**src/emx_regs.svh**
```systemverilog
// register offsets, field positions and reset values of the memory-op unit
//
// How it works
// - rotate left via carry into accumulator only
// - rotate memory right in place, no flags
// - rotate right into accumulator, memory kept
// - rotate right via carry in place, carry
// - rotate right via carry into accumulator
// - subtract with borrow into accumulator, six flags
// - subtract with borrow into memory, same flags
// - plain subtract to accumulator or memory
// - taken skip adds one dummy cycle
// - decrement memory, skip when result zero
// - decrement into accumulator, skip when zero
// - increment memory, skip when result zero
// - increment into accumulator, skip when zero
// - byte set writes all ones
// - bit set forces one selected bit
// - skip when selected bit is one
// - skip when whole byte is nonzero
// - nibble exchange in place or to accumulator
// - skip when byte is zero, nothing changes
// - copy to accumulator, skip when zero
// - skip when selected bit is zero
`ifndef EMX_REGS_SVH
`define EMX_REGS_SVH

`define EMX_OFS_ACC      8'h00
`define EMX_OFS_FLAGS    8'h04
`define EMX_OFS_SKIPS    8'h08

`define EMX_FLAG_CARRY      0
`define EMX_FLAG_AUX_CARRY  1
`define EMX_FLAG_ZERO       2
`define EMX_FLAG_OVERFLOW   3
`define EMX_FLAG_SIGNED_CMP 4
`define EMX_FLAG_CMP_ZERO   5

`define EMX_ACC_RESET    8'h00
`define EMX_FLAGS_RESET  6'h00
`define EMX_BYTE_ONES    8'hFF

`define EMX_RESP_OKAY    2'h0
`define EMX_RESP_SLVERR  2'h2

`endif

```
**src/emx_pkg.sv**
```systemverilog
// types shared by the memory-op unit
package emx_pkg;

	typedef enum logic [4:0] {
		OP_ROT_LEFT_CARRY_TO_ACC,
		OP_ROT_RIGHT_MEM,
		OP_ROT_RIGHT_TO_ACC,
		OP_ROT_RIGHT_CARRY_MEM,
		OP_ROT_RIGHT_CARRY_TO_ACC,
		OP_SUB_BORROW_TO_ACC,
		OP_SUB_BORROW_TO_MEM,
		OP_SUB_TO_ACC,
		OP_SUB_TO_MEM,
		OP_DEC_SKIP_ZERO,
		OP_DEC_SKIP_ZERO_TO_ACC,
		OP_INC_SKIP_ZERO,
		OP_INC_SKIP_ZERO_TO_ACC,
		OP_SET_MEM_BITS,
		OP_SET_MEM_BIT,
		OP_SKIP_NONZERO_BIT,
		OP_SKIP_NONZERO,
		OP_NIBBLE_EXCHANGE,
		OP_NIBBLE_EXCHANGE_TO_ACC,
		OP_SKIP_ZERO,
		OP_MOVE_SKIP_ZERO,
		OP_SKIP_ZERO_BIT
	} emx_op_t;

	typedef struct packed {
		logic compareZero;
		logic signedCompare;
		logic overflow;
		logic zero;
		logic auxCarry;
		logic carry;
	} emx_flags_t;

	typedef struct packed {
		emx_op_t    op;
		logic [2:0] bitSel;
		logic [7:0] mem;
	} emx_req_t;

	typedef enum logic {ST_RUN, ST_DUMMY} emx_state_t;

endpackage

```
**src/emx_mem_op_exec.sv**
```systemverilog
// memory-op execute unit with accumulator, flags and AXI4-Lite access
//
// Implementation choices: the register offsets and the AXI4-Lite register port.
`timescale 1ns/1ps
`include "emx_regs.svh"

module emx_mem_op_exec #(
	parameter int ADDR_W = 8 // data memory address width
) (
	input  wire logic              clk,       // core clock
	input  wire logic              reset,     // sync reset, active high
	input  wire logic              opValid,   // sequencer offers an op
	input  emx_pkg::emx_req_t      opReq,     // op, bit and memory byte
	input  wire logic [ADDR_W-1:0] opAddr,    // memory address of op
	output logic                   opReady,   // unit accepts an op
	output logic                   opDone,    // op finished, pulse
	output logic                   skipTaken, // next op is skipped, pulse
	output logic                   dummyCycle,// inserted dummy cycle
	output logic                   memWrEn,   // memory write strobe
	output logic [ADDR_W-1:0]      memWrAddr, // memory write address
	output logic [7:0]             memWrData, // memory write data
	output logic [7:0]             accumulator, // accumulator
	output emx_pkg::emx_flags_t    flags,     // status flags
	input  wire logic              awvalid,   // AXI write address valid
	output logic                   awready,   // AXI write address ready
	input  wire logic [7:0]        awaddr,    // AXI write address
	input  wire logic              wvalid,    // AXI write data valid
	output logic                   wready,    // AXI write data ready
	input  wire logic [31:0]       wdata,     // AXI write data
	input  wire logic [3:0]        wstrb,     // AXI write strobes
	output logic                   bvalid,    // AXI write response valid
	input  wire logic              bready,    // AXI write response ready
	output logic [1:0]             bresp,     // AXI write response
	input  wire logic              arvalid,   // AXI read address valid
	output logic                   arready,   // AXI read address ready
	input  wire logic [7:0]        araddr,    // AXI read address
	output logic                   rvalid,    // AXI read data valid
	input  wire logic              rready,    // AXI read data ready
	output logic [31:0]            rdata,     // AXI read data
	output logic [1:0]             rresp      // AXI read response
);

	////////////////////////////////////////////////////////////////////
	// execute stage

	logic                taken;
	logic [7:0]          exResult;
	logic                exToAcc;
	logic                exToMem;
	emx_pkg::emx_flags_t exFlags;
	logic                exSkip;
	emx_pkg::emx_state_t state;
	logic [15:0]         skipCount;

	assign taken = opValid && opReady;

	emx_exec_unit u_exec (
		.req      (opReq),
		.acc      (accumulator),
		.flagsIn  (flags),
		.result   (exResult),
		.toAcc    (exToAcc),
		.toMem    (exToMem),
		.flagsOut (exFlags),
		.skip     (exSkip)
	);

	////////////////////////////////////////////////////////////////////
	// sequencing: a taken skip costs one dummy cycle

	always_ff @(posedge clk)
	begin
		if (reset)
			state <= emx_pkg::ST_RUN;
		else
			case (state)
				emx_pkg::ST_RUN:
					if (taken && exSkip)
						state <= emx_pkg::ST_DUMMY;
				emx_pkg::ST_DUMMY:
					state <= emx_pkg::ST_RUN;
				default:
					state <= emx_pkg::ST_RUN;
			endcase
	end

	always_ff @(posedge clk)
	begin
		if (reset)
		begin
			opReady <= 1'b1;
			dummyCycle <= 1'b0;
			opDone <= 1'b0;
			skipTaken <= 1'b0;
		end
		else
		begin
			// untaken skip keeps the pipe open
			opReady <= !(taken && exSkip);
			dummyCycle <= taken && exSkip;
			opDone <= taken;
			skipTaken <= taken && exSkip;
		end
	end

	always_ff @(posedge clk)
	begin
		if (reset)
		begin
			memWrEn <= 1'b0;
			memWrAddr <= '0;
			memWrData <= 8'h00;
		end
		else
		begin
			memWrEn <= taken && exToMem;
			if (taken && exToMem)
			begin
				memWrAddr <= opAddr;
				memWrData <= exResult;
			end
		end
	end

	////////////////////////////////////////////////////////////////////
	// register bus: write channel

	logic       awHeld;
	logic       wHeld;
	logic [7:0] awAddrQ;
	logic [7:0] wDataQ;
	logic       wLaneQ;
	logic       doWrite;

	assign doWrite = awHeld && wHeld && !bvalid;

	always_ff @(posedge clk)
	begin
		if (reset)
		begin
			awHeld <= 1'b0;
			awready <= 1'b1;
			awAddrQ <= 8'h00;
		end
		else if (awvalid && awready)
		begin
			awHeld <= 1'b1;
			awready <= 1'b0;
			awAddrQ <= awaddr;
		end
		else if (doWrite)
		begin
			awHeld <= 1'b0;
			awready <= 1'b1;
		end
	end

	always_ff @(posedge clk)
	begin
		if (reset)
		begin
			wHeld <= 1'b0;
			wready <= 1'b1;
			wDataQ <= 8'h00;
			wLaneQ <= 1'b0;
		end
		else if (wvalid && wready)
		begin
			wHeld <= 1'b1;
			wready <= 1'b0;
			wDataQ <= wdata[7:0];
			wLaneQ <= wstrb[0];
		end
		else if (doWrite)
		begin
			wHeld <= 1'b0;
			wready <= 1'b1;
		end
	end

	logic swAcc;
	logic swFlags;
	logic wMapped;

	assign wMapped = (awAddrQ == `EMX_OFS_ACC) ||
		(awAddrQ == `EMX_OFS_FLAGS) || (awAddrQ == `EMX_OFS_SKIPS);
	assign swAcc = doWrite && wLaneQ && (awAddrQ == `EMX_OFS_ACC);
	assign swFlags = doWrite && wLaneQ && (awAddrQ == `EMX_OFS_FLAGS);

	always_ff @(posedge clk)
	begin
		if (reset)
		begin
			bvalid <= 1'b0;
			bresp <= `EMX_RESP_OKAY;
		end
		else if (doWrite)
		begin
			bvalid <= 1'b1;
			bresp <= wMapped ? `EMX_RESP_OKAY : `EMX_RESP_SLVERR;
		end
		else if (bvalid && bready)
			bvalid <= 1'b0;
	end

	////////////////////////////////////////////////////////////////////
	// accumulator and flags: an executing op wins over software

	always_ff @(posedge clk)
	begin
		if (reset)
			accumulator <= `EMX_ACC_RESET;
		else if (taken && exToAcc)
			accumulator <= exResult;
		else if (swAcc)
			accumulator <= wDataQ;
	end

	always_ff @(posedge clk)
	begin
		if (reset)
			flags <= `EMX_FLAGS_RESET;
		else if (taken)
			flags <= exFlags;
		else if (swFlags)
			flags <= wDataQ[5:0];
	end

	always_ff @(posedge clk)
	begin
		if (reset)
			skipCount <= 16'h0000;
		else if (taken && exSkip)
			skipCount <= skipCount + 16'h0001;
	end

	////////////////////////////////////////////////////////////////////
	// register bus: read channel

	always_ff @(posedge clk)
	begin
		if (reset)
		begin
			arready <= 1'b1;
			rvalid <= 1'b0;
			rdata <= 32'h0000_0000;
			rresp <= `EMX_RESP_OKAY;
		end
		else if (arvalid && arready)
		begin
			arready <= 1'b0;
			rvalid <= 1'b1;
			rresp <= `EMX_RESP_OKAY;
			case (araddr)
				`EMX_OFS_ACC:   rdata <= {24'h000000, accumulator};
				`EMX_OFS_FLAGS: rdata <= {26'h0, flags};
				`EMX_OFS_SKIPS: rdata <= {16'h0000, skipCount};
				default:
				begin
					rdata <= 32'h0000_0000;
					rresp <= `EMX_RESP_SLVERR;
				end
			endcase
		end
		else if (rvalid && rready)
		begin
			rvalid <= 1'b0;
			arready <= 1'b1;
		end
	end
endmodule // emx_mem_op_exec

```
**src/emx_exec_unit.sv**
```systemverilog
// combinational execute stage of the memory-op unit
`timescale 1ns/1ps
`include "emx_regs.svh"

module emx_exec_unit (
	input  emx_pkg::emx_req_t   req,     // operation and memory byte
	input  wire logic [7:0]     acc,     // current accumulator
	input  emx_pkg::emx_flags_t flagsIn, // current flags
	output logic [7:0]          result,  // computed byte
	output logic                toAcc,   // result goes to accumulator
	output logic                toMem,   // result goes to memory
	output emx_pkg::emx_flags_t flagsOut,// flags after the op
	output logic                skip     // next instruction is skipped
);

	function automatic logic [7:0] bitMask(input logic [2:0] i);
		bitMask = 8'h01 << i;
	endfunction

	logic [7:0] m;
	logic       useBorrow;
	logic       cin;
	logic [8:0] diff9;
	logic [4:0] low5;
	logic [7:0] dec;
	logic [7:0] inc;
	logic       ov;

	assign m = req.mem;
	assign useBorrow = (req.op == emx_pkg::OP_SUB_BORROW_TO_ACC) ||
		(req.op == emx_pkg::OP_SUB_BORROW_TO_MEM);
	assign cin = useBorrow ? flagsIn.carry : 1'b1;
	// a - m - !c as a + ~m + c; carry out means no borrow
	assign diff9 = {1'b0, acc} + {1'b0, ~m} + {8'h00, cin};
	assign low5 = {1'b0, acc[3:0]} + {1'b0, ~m[3:0]} + {4'h0, cin};
	assign ov = (acc[7] ^ m[7]) & (acc[7] ^ diff9[7]);
	assign dec = m - 8'h01;
	assign inc = m + 8'h01;

	always_comb
	begin
		result = m;
		toAcc = 1'b0;
		toMem = 1'b0;
		skip = 1'b0;
		flagsOut = flagsIn;
		case (req.op)
			emx_pkg::OP_ROT_LEFT_CARRY_TO_ACC:
			begin
				result = {m[6:0], flagsIn.carry};
				toAcc = 1'b1;
				flagsOut.carry = m[7];
			end
			emx_pkg::OP_ROT_RIGHT_MEM:
			begin
				result = {m[0], m[7:1]};
				toMem = 1'b1;
			end
			emx_pkg::OP_ROT_RIGHT_TO_ACC:
			begin
				result = {m[0], m[7:1]};
				toAcc = 1'b1;
			end
			emx_pkg::OP_ROT_RIGHT_CARRY_MEM,
			emx_pkg::OP_ROT_RIGHT_CARRY_TO_ACC:
			begin
				result = {flagsIn.carry, m[7:1]};
				toMem = (req.op == emx_pkg::OP_ROT_RIGHT_CARRY_MEM);
				toAcc = !toMem;
				flagsOut.carry = m[0];
			end
			emx_pkg::OP_SUB_BORROW_TO_ACC, emx_pkg::OP_SUB_BORROW_TO_MEM,
			emx_pkg::OP_SUB_TO_ACC, emx_pkg::OP_SUB_TO_MEM:
			begin
				result = diff9[7:0];
				toMem = (req.op == emx_pkg::OP_SUB_BORROW_TO_MEM) ||
					(req.op == emx_pkg::OP_SUB_TO_MEM);
				toAcc = !toMem;
				flagsOut.carry = diff9[8];
				flagsOut.auxCarry = low5[4];
				flagsOut.zero = (diff9[7:0] == 8'h00);
				flagsOut.overflow = ov;
				flagsOut.signedCompare = ov ^ diff9[7];
				// borrow chain keeps compare-zero across bytes
				flagsOut.compareZero = useBorrow ?
					(flagsOut.zero & flagsIn.compareZero) : flagsOut.zero;
			end
			emx_pkg::OP_DEC_SKIP_ZERO, emx_pkg::OP_DEC_SKIP_ZERO_TO_ACC:
			begin
				result = dec;
				toMem = (req.op == emx_pkg::OP_DEC_SKIP_ZERO);
				toAcc = !toMem;
				skip = (dec == 8'h00);
			end
			emx_pkg::OP_INC_SKIP_ZERO, emx_pkg::OP_INC_SKIP_ZERO_TO_ACC:
			begin
				result = inc;
				toMem = (req.op == emx_pkg::OP_INC_SKIP_ZERO);
				toAcc = !toMem;
				skip = (inc == 8'h00);
			end
			emx_pkg::OP_SET_MEM_BITS:
			begin
				result = `EMX_BYTE_ONES;
				toMem = 1'b1;
			end
			emx_pkg::OP_SET_MEM_BIT:
			begin
				result = m | bitMask(req.bitSel);
				toMem = 1'b1;
			end
			emx_pkg::OP_SKIP_NONZERO_BIT:
				skip = |(m & bitMask(req.bitSel));
			emx_pkg::OP_SKIP_NONZERO:
				skip = (m != 8'h00);
			emx_pkg::OP_NIBBLE_EXCHANGE, emx_pkg::OP_NIBBLE_EXCHANGE_TO_ACC:
			begin
				result = {m[3:0], m[7:4]};
				toMem = (req.op == emx_pkg::OP_NIBBLE_EXCHANGE);
				toAcc = !toMem;
			end
			emx_pkg::OP_SKIP_ZERO:
				skip = (m == 8'h00);
			emx_pkg::OP_MOVE_SKIP_ZERO:
			begin
				toAcc = 1'b1;
				skip = (m == 8'h00);
			end
			emx_pkg::OP_SKIP_ZERO_BIT:
				skip = !(|(m & bitMask(req.bitSel)));
			default:
				skip = 1'b0;
		endcase
	end

endmodule // emx_exec_unit

```
**config.mk**
```make
export PLATFORM = sky130hd
export DESIGN_NAME = emx_mem_op_exec
export DESIGN_NICKNAME = d
export VERILOG_FILES = /design/src/emx_pkg.sv /design/src/emx_mem_op_exec.sv /design/src/emx_exec_unit.sv
export VERILOG_INCLUDE_DIRS = /design/src
export SDC_FILE = /design/constraint.sdc
export NUM_CORES = 1
export LEC_CHECK = 0
export BUFFER_PORTS_ARGS = -buffer_cell sky130_fd_sc_hd__buf_4
export CAP_MARGIN = 20
export CELL_PAD_IN_SITES_DETAIL_PLACEMENT = 1
export CELL_PAD_IN_SITES_GLOBAL_PLACEMENT = 1
export CORE_UTILIZATION = 35
export DETAILED_ROUTE_END_ITERATION = 12
export MAX_ROUTING_LAYER = met4
export PLACE_DENSITY_LB_ADDON = 0.1
export RECOVER_POWER = 50
export REMOVE_ABC_BUFFERS = 1
export SYNTH_ARGS = -nofsm -noshare
export SYNTH_HDL_FRONTEND = slang
export SYNTH_HIERARCHICAL = 1
export SYNTH_SLANG_ARGS = --single-unit
```
**constraint.sdc**
```tcl
create_clock -name clk -period 9.4 [get_ports clk]
set_input_delay 0 -clock clk [delete_from_list [all_inputs] [get_ports clk]]
set_output_delay 0 -clock clk [all_outputs]
set_load 0.005 [all_outputs]
```
==> flow_metrics.py, run 1 <==
metrics = {
    "outcome": {
        "outcome": "finished clean",
    },
    "timing": {
        "relSlewSlack": 0.434,
        "period_minus_slack_ns": 4.09,
        "setup_viol": 0,
        "finClkSkew_ns": 0.00460,
        "hold_viol_final": 0,
        "finalSetupTns_ns": 0,
        "slew_viol_final": 0,
        "max_freq_ghz": 0.244,
        "min_period_over_period": 0.435,
        "rsz0062_at_grt": "no",
        "tightest_slew_ns": 0.849,
    },
    "logic_synthesis": {
        "synthArstFlopShare": 0,
        "synth_ff_type": "dfxtp_1",
        "synth_cell_types": 76,
        "synth_area_leaders": "dfxtp_1, nand2_1, a21oi_1",
        "synth.avg_cell_area_um2": 7.71,
        "yosysSeqAreaShare": 0.321,
        "synth_cells": 745,
        "yosysTopAreaCellShare": 0.321,
        "syn_area_um2": 5750,
        "yosysWarnings": 6,
        "ys_seq_elements": 92,
        "synth_edf_count": 0,
        "synth_top_area_cell": "dfxtp_1",
    },
    "routing": {
        "wl_per_cell_um": 18.3,
        "vias": 5940,
        "ant_nets": 0,
        "wl_mm": 19.5,
        "drc_errors": 0,
        "firstDrtPassIters": 5,
        "drt-initial-drc-count": 361,
        "avgViaCountPerCell": 5.57,
    },
    "floorplanning": {
        "core.rowCount": 46,
        "dieArea_um2": 16900,
        "fp.dieH_um": 130,
        "io_pins": 160,
        "start_util": 0.360,
        "chipWidth_um": 130,
        "fp.coreArea_um2": 15900,
    },
    "clocking": {
        "cts_tree": "done",
        "insertion_delay_ns": 0.35,
        "clk_pin_slew_ns": 0.07,
        "cts_htree_levels": 3,
        "clockBufferDepth": 2,
        "clkSinkCount": 92,
        "ctsRootBufferMaster": "clkbuf_16",
        "numCtsBuffers": 9,
    },
    "placement": {
        "port_buffers": 114,
        "dp_hpwl_mm": 14.3,
        "place_congestion": 0.870,
    },
    "grt": {
        "antenna_found_initial": 0,
        "grt-ovfl-total": 0,
        "grt_max_degree": 84,
        "grt_pass1_wl_mm": 31.0,
        "grt_pass1_vias": 5897,
        "grt_util_all_layers": 0.245,
    },
    "cells_and_area": {
        "final_cell_mix": "nand2_1, dfxtp_1, a21oi_1",
        "antenna_cells": 0,
        "fillers": 1967,
        "regArea_um2": 1840,
        "drive_above_1_share": 0.174,
        "syn_to_final_growth_pct": 23.8,
        "layout_commonest_cell": "nand2_1",
        "multi_input_area_um2": 3520,
        "nets": 945,
    },
    "worst_hold_path": {
        "hp-class": "input port to flip-flop",
    },
    "flow_run": {
        "max_cap_viol_count": 0,
    },
    "setup_path": {
        "timing_worst_setup_path_type": "flip-flop to flip-flop",
        "timing.critical_path.required_ns": 9.66,
        "cp_max_fo": 7,
        "r2r_setup_slack_ns": 5.31,
        "worstPathArrival_ns": 4.35,
        "start_kind": "flip-flop",
        "cp-end-kind": "flip-flop",
    },
    "power": {
        "ir_drop_v": 0.000130,
        "p_per_area_nw_per_um2": 139,
        "power_mw": 0.989,
        "p_leak_nw": 2.81,
    },
}
-- metrics by stage --
step	hold WS (ns)	worst slack, ns	instance area (µm²)	std cells	util
3_5_place_dp	0.261	5.12	6570	1024	0.412
6_report	0.0925	5.31	7110	1066	0.446
5_1_grt	0.119	5.15	7110	1066	0.446
3_3_place_gp	0.248	5.20	6570	1024	0.412
4_1_cts	0.0860	5.36	7140	1066	0.448
2_1_floorplan	0.0691	6.04	5440	694	-
-- final cells by class --
class	instances	area share
tap	216	0.0380
multi-input combinational	581	0.496
sequential	92	0.259
inverter	21	0.0111
clock buffer	9	0.0317
timing repair buffer	141	0.155
clock inverter	6	0.0100
-- report_power, final --
part | total [mW] | switching [mW] | internal, mW | leakage (nW)
combinational | 0.198 | 0.115 | 0.0827 | 1.91
clock | 0.372 | 0.164 | 0.208 | 0.144
sequential | 0.419 | 0.0147 | 0.404 | 0.749
-- flip-flops by register name, summed over array words and instances, names as in the netlist, 6 cells and up --
register / count
flags: 6
memWrAddr: 8
wDataQ: 8
skipCount: 16
awAddrQ: 8
accumulator: 8
rdata: 16
memWrData: 8
-- path summary, 6_finish.rpt --
kind                              startpoint              to  cells after the start
worst min register to register  memWrAddr[6]    memWrAddr[6]                      2
worst min-delay path                 opValid          opDone                      3
worst max-delay path                flags[0]  accumulator[7]                     13
worst max register to register      flags[0]  accumulator[7]                     13
-- repair_timing --
| action | in CTS | in global routing |
|---|---|---|
| resized for setup | 0 | 0 |
| endpoints found under the hold margin | 28 | 0 |
| hold buffers | 27 | 0 |
| setup buffers | 0 | 0 |
-- worst max-delay path, cell delays in order (launching register included) --
cell      delay (ns)
dfxtp_1         0.40
or2_2           0.34
fa_1            0.40
nand3_1         0.14
a211oi_1        0.12
o21ai_0         0.22
a21oi_1         0.09
or2_2           0.28
fa_1            0.57
nor3b_1         0.37
nor4_1          0.12
a211oi_1        0.52
nor2_1          0.17
a311oi_1        0.26
-- cell usage after synthesis, types with 4 or more instances --
master,n
nand2_1,115
dfxtp_1,92
a21oi_1,75
nor2_1,46
clkbuf_1,32
nor3_1,30
o21ai_0,24
inv_1,21
nand3_1,21
buf_4,19
and2_1,14
nor4_1,14
a22oi_1,13
buf_2,12
ha_1,12
xnor2_1,12
and3b_1,11
nand2b_1,11
mux2i_1,10
and3_1,9
a22o_1,8
a31oi_1,8
nor2b_1,8
a221o_2,6
nand4_1,6
or4_1,6
xor2_1,6
a221oi_1,5
and4_1,5
a211oi_1,4
a21o_1,4
o2111ai_1,4
or2_2,4
or3_1,4
-- kinds of logic (layout without fill, tap and decap cells) --
family / count (synthesis) / in the layout / share of synthesized area
AO/OA/AOI/OAI: 193 / 193 / 0.222
XOR/XNOR: 18 / 18 / 0.0274
adder cells (fa/ha/maj): 15 / 15 / 0.0366
buffers and inverters: 89 / 177 / 0.0773
flip-flops: 92 / 92 / 0.321
multiplexers: 13 / 13 / 0.0233
other: 1 / 18 / 0.000653
AND/OR/NAND/NOR: 324 / 324 / 0.292
-- routing by layer --
layer / vias up / wire length [µm] / track usage
li1: 2852 / - / -
met1: 2911 / 8900 / 0.307
met2: 160 / 9490 / 0.406
met3: 17 / 920 / 0.0431
met4: 0 / 235 / 0.0609
met5: - / 0 / -
Note: power is estimated with default switching activity, not from simulation.
==> run 2: changes to the inputs <==
--- a/config.mk
+++ b/config.mk
@@ -6,11 +6,12 @@
 export SDC_FILE = /design/constraint.sdc
 export NUM_CORES = 1
 export LEC_CHECK = 0
+export ABC_AREA = 1
 export BUFFER_PORTS_ARGS = -buffer_cell sky130_fd_sc_hd__buf_4
 export CAP_MARGIN = 20
 export CELL_PAD_IN_SITES_DETAIL_PLACEMENT = 1
 export CELL_PAD_IN_SITES_GLOBAL_PLACEMENT = 1
-export CORE_UTILIZATION = 35
+export CORE_UTILIZATION = 33
 export DETAILED_ROUTE_END_ITERATION = 12
 export MAX_ROUTING_LAYER = met4
 export PLACE_DENSITY_LB_ADDON = 0.1
==> constraint.sdc (replaced) <==
create_clock -name clk -period 3.4 [get_ports clk]
set_input_delay 0 -clock clk [delete_from_list [all_inputs] [get_ports clk]]
set_output_delay 0 -clock clk [all_outputs]
set_load 0.005 [all_outputs]
==> flow_metrics.py, run 2 <==
metrics = {
    "outcome": {
        "outcome": "finished clean",
    },
    "timing": {
        "min_period_over_period": 0.914,
        "rsz0062_at_grt": "no",
        "hold_viol_final": 0,
        "max_freq_ghz": 0.322,
        "worst_slack_ns": 0.293,
        "period_minus_slack_ns": 3.11,
        "slew_viol_final": 0,
        "finalSetupTns_ns": 0,
        "relSlewSlack": 0.526,
        "setup_viol": 0,
        "tightest_slew_ns": 0.710,
        "finClkSkew_ns": 0.0120,
    },
    "floorplanning": {
        "start_util": 0.339,
        "chipWidth_um": 136,
        "fp.coreArea_um2": 17400,
        "core.rowCount": 48,
        "io_pins": 160,
        "fp.dieH_um": 136,
        "dieArea_um2": 18400,
    },
    "logic_synthesis": {
        "yosysWarnings": 6,
        "ys_seq_elements": 92,
        "syn_area_um2": 5880,
        "yosysTopAreaCellShare": 0.313,
        "synth_cells": 934,
        "yosysMostFrequentCell": "nand2_1",
        "yosysSeqAreaShare": 0.313,
        "synth_cell_types": 45,
        "synth_top_area_cell": "dfxtp_1",
        "synth.avg_cell_area_um2": 6.30,
        "synth_area_leaders": "dfxtp_1, nand2_1, nand3_1",
        "synthArstFlopShare": 0,
        "synth_ff_type": "dfxtp_1",
        "ys_top_cells_by_count": "nand2_1, nand3_1, dfxtp_1, nor2_1, a21oi_1",
        "synth_edf_count": 0,
    },
    "power": {
        "power_mw": 2.81,
        "p_sw_mw": 0.856,
        "p_per_area_nw_per_um2": 377,
        "power_frac_clock": 0.384,
        "ir_drop_v": 0.000270,
        "p_int_mw": 1.95,
        "pwr-share-comb": 0.199,
        "p_leak_nw": 3.34,
        "p_seq_frac": 0.416,
        "p_sw_frac": 0.305,
    },
    "setup_path": {
        "cpPeakStageDelay_ns": 0.46,
        "worstPathArrival_ns": 3.38,
        "start_kind": "flip-flop",
        "timing.critical_path.required_ns": 3.68,
        "cp-end-kind": "flip-flop",
        "crit_top_cell": "nand2_1",
        "cp_max_fo": 2,
        "reg2regPathDepth": 20,
        "timing_worst_setup_path_type": "flip-flop to flip-flop",
        "crit_chain": "or2_2, fa_2, nand3_1, nand3_1, nand2_1, nand2_1, a21oi_2, o21bai_1, fa_1, nor2_1, nand2_1, nor2_1, nand2_1, nor2_1, nand4_1, a21oi_1, nand2_1, nand2_1, nand2_1, a21oi_1",
        "cp_slowest_cell": "fa_1",
    },
    "clocking": {
        "cts_htree_levels": 3,
        "insertion_delay_ns": 0.36,
        "clk_pin_slew_ns": 0.07,
        "numCtsBuffers": 9,
        "clkSinkCount": 92,
        "clockBufferDepth": 2,
        "cts_setup_buffers": 0,
        "cts_tree": "done",
        "ctsRootBufferMaster": "clkbuf_16",
    },
    "grt": {
        "antenna_found_initial": 0,
        "grt_pass1_wl_mm": 32.8,
        "grt_pass1_vias": 6170,
        "grt_max_degree": 46,
        "grt-ovfl-total": 0,
        "grt_util_all_layers": 0.240,
    },
    "routing": {
        "drc_errors": 0,
        "drt-initial-drc-count": 346,
        "avgViaCountPerCell": 4.97,
        "vias": 6442,
        "wl_per_cell_um": 16.1,
        "ant_nets": 0,
        "firstDrtPassIters": 4,
        "wl_mm": 20.9,
    },
    "cells_and_area": {
        "antenna_cells": 0,
        "nets": 1164,
        "drive_above_1_share": 0.172,
        "layout_commonest_cell": "nand2_1",
        "top_regs": "rdata x16, skipCount x16",
        "final_cell_mix": "nand2_1, nand3_1, nor2_1, dfxtp_1, a21oi_1",
        "final_cells": 1295,
        "fillers": 2364,
        "syn_to_final_growth_pct": 26.5,
    },
    "placement": {
        "port_buffers": 114,
        "dp_hpwl_mm": 15.8,
        "dpl.cell_count": 1250,
        "place_congestion": 0.901,
        "dp_slack_ns": -0.0367,
    },
    "worst_hold_path": {
        "min_path_cells": 5,
        "hp-class": "input port to flip-flop",
    },
    "flow_run": {
        "max_cap_viol_count": 0,
    },
}
run 2: cell types whose count changed in the layout (fill, tap and decap cells not counted), sizes merged, moves of 11 or more:
cell,delta
nor2,+57
nand3,+97
and2,-12
and3b,-11
inv,+60
nand4,+12
nand2,+158
o21ai,+31
nor4,-14
nor3,-20
nand2b,-11
a22oi,-13
run 2: kinds of logic after synthesis:
| group | Yosys count | synth area share |
|---|---|---|
| adders and majority gates | 15 | 0.0357 |
| buffers and inverters | 138 | 0.106 |
| other | 1 | 0.000637 |
| DFF | 92 | 0.313 |
| xor gates and xnor gates | 7 | 0.0104 |
| AOI/OAI and AO/OA | 149 | 0.134 |
| and+or+nand+nor | 532 | 0.400 |
run 2: power by group through the flow:
stage	Clock (mW)	Sequential [mW]	Combinational, mW
detailed placement	0	1.19	0.541
floorplan	0	1.18	0.291
CTS	1.11	1.17	0.570
global placement	0	1.19	0.537
global route	1.15	1.17	0.627
finish	1.08	1.17	0.559
run 2: per-layer routing:
layer / wire length, µm / share of wire / track usage
met5: 0 / 0 / -
met1: 9850 / 0.47 / 0.299
met4: 386 / 0.018 / 0.0768
met2: 10100 / 0.48 / 0.403
met3: 604 / 0.029 / 0.0307
run 2: path summary, 6_finish.rpt:
check,startpoint,endpoint,slack [ns]
setup / recovery,flags[0],flags[5],0.29
hold / removal,opReq[1],memWrData[1],0.14
setup reg to reg,flags[0],flags[5],0.29
hold reg to reg,memWrData[2],memWrData[2],0.46
run 2: critical path, delay by kind of cell (launching register included):
family / cells / cell delay [ns]
AOI/OAI and AO/OA: 4 / 0.48
DFF: 1 / 0.31
adders and majority gates: 2 / 0.82
and+or+nand+nor: 14 / 1.41
run 2: metrics by stage:
| stage | cell area (µm²) | utilization | hold WS, ns |
|---|---|---|---|
| 2_1_floorplan | 5650 | - | 0.0691 |
| 3_3_place_gp | 6880 | 0.396 | 0.257 |
| 3_5_place_dp | 6880 | 0.396 | 0.259 |
| 4_1_cts | 7490 | 0.431 | 0.00662 |
| 5_1_grt | 7440 | 0.429 | 0.167 |
| 6_report | 7440 | 0.429 | 0.140 |
run 2: final cells by class:
class	instances	area, µm²	area share
tap	225	282	0.0378
clock inverter	6	77.6	0.0104
multi-input combinational	721	3480	0.467
timing repair buffer	155	1200	0.161
clock buffer	10	239	0.0321
sequential	92	1840	0.247
inverter	86	328	0.0440
run 2: repair_timing:
action	4_1_cts	5_1_grt
hold endpoints to repair	29	0
resized for setup	0	2
hold buffers	29	0
endpoints found under the setup margin	0	1
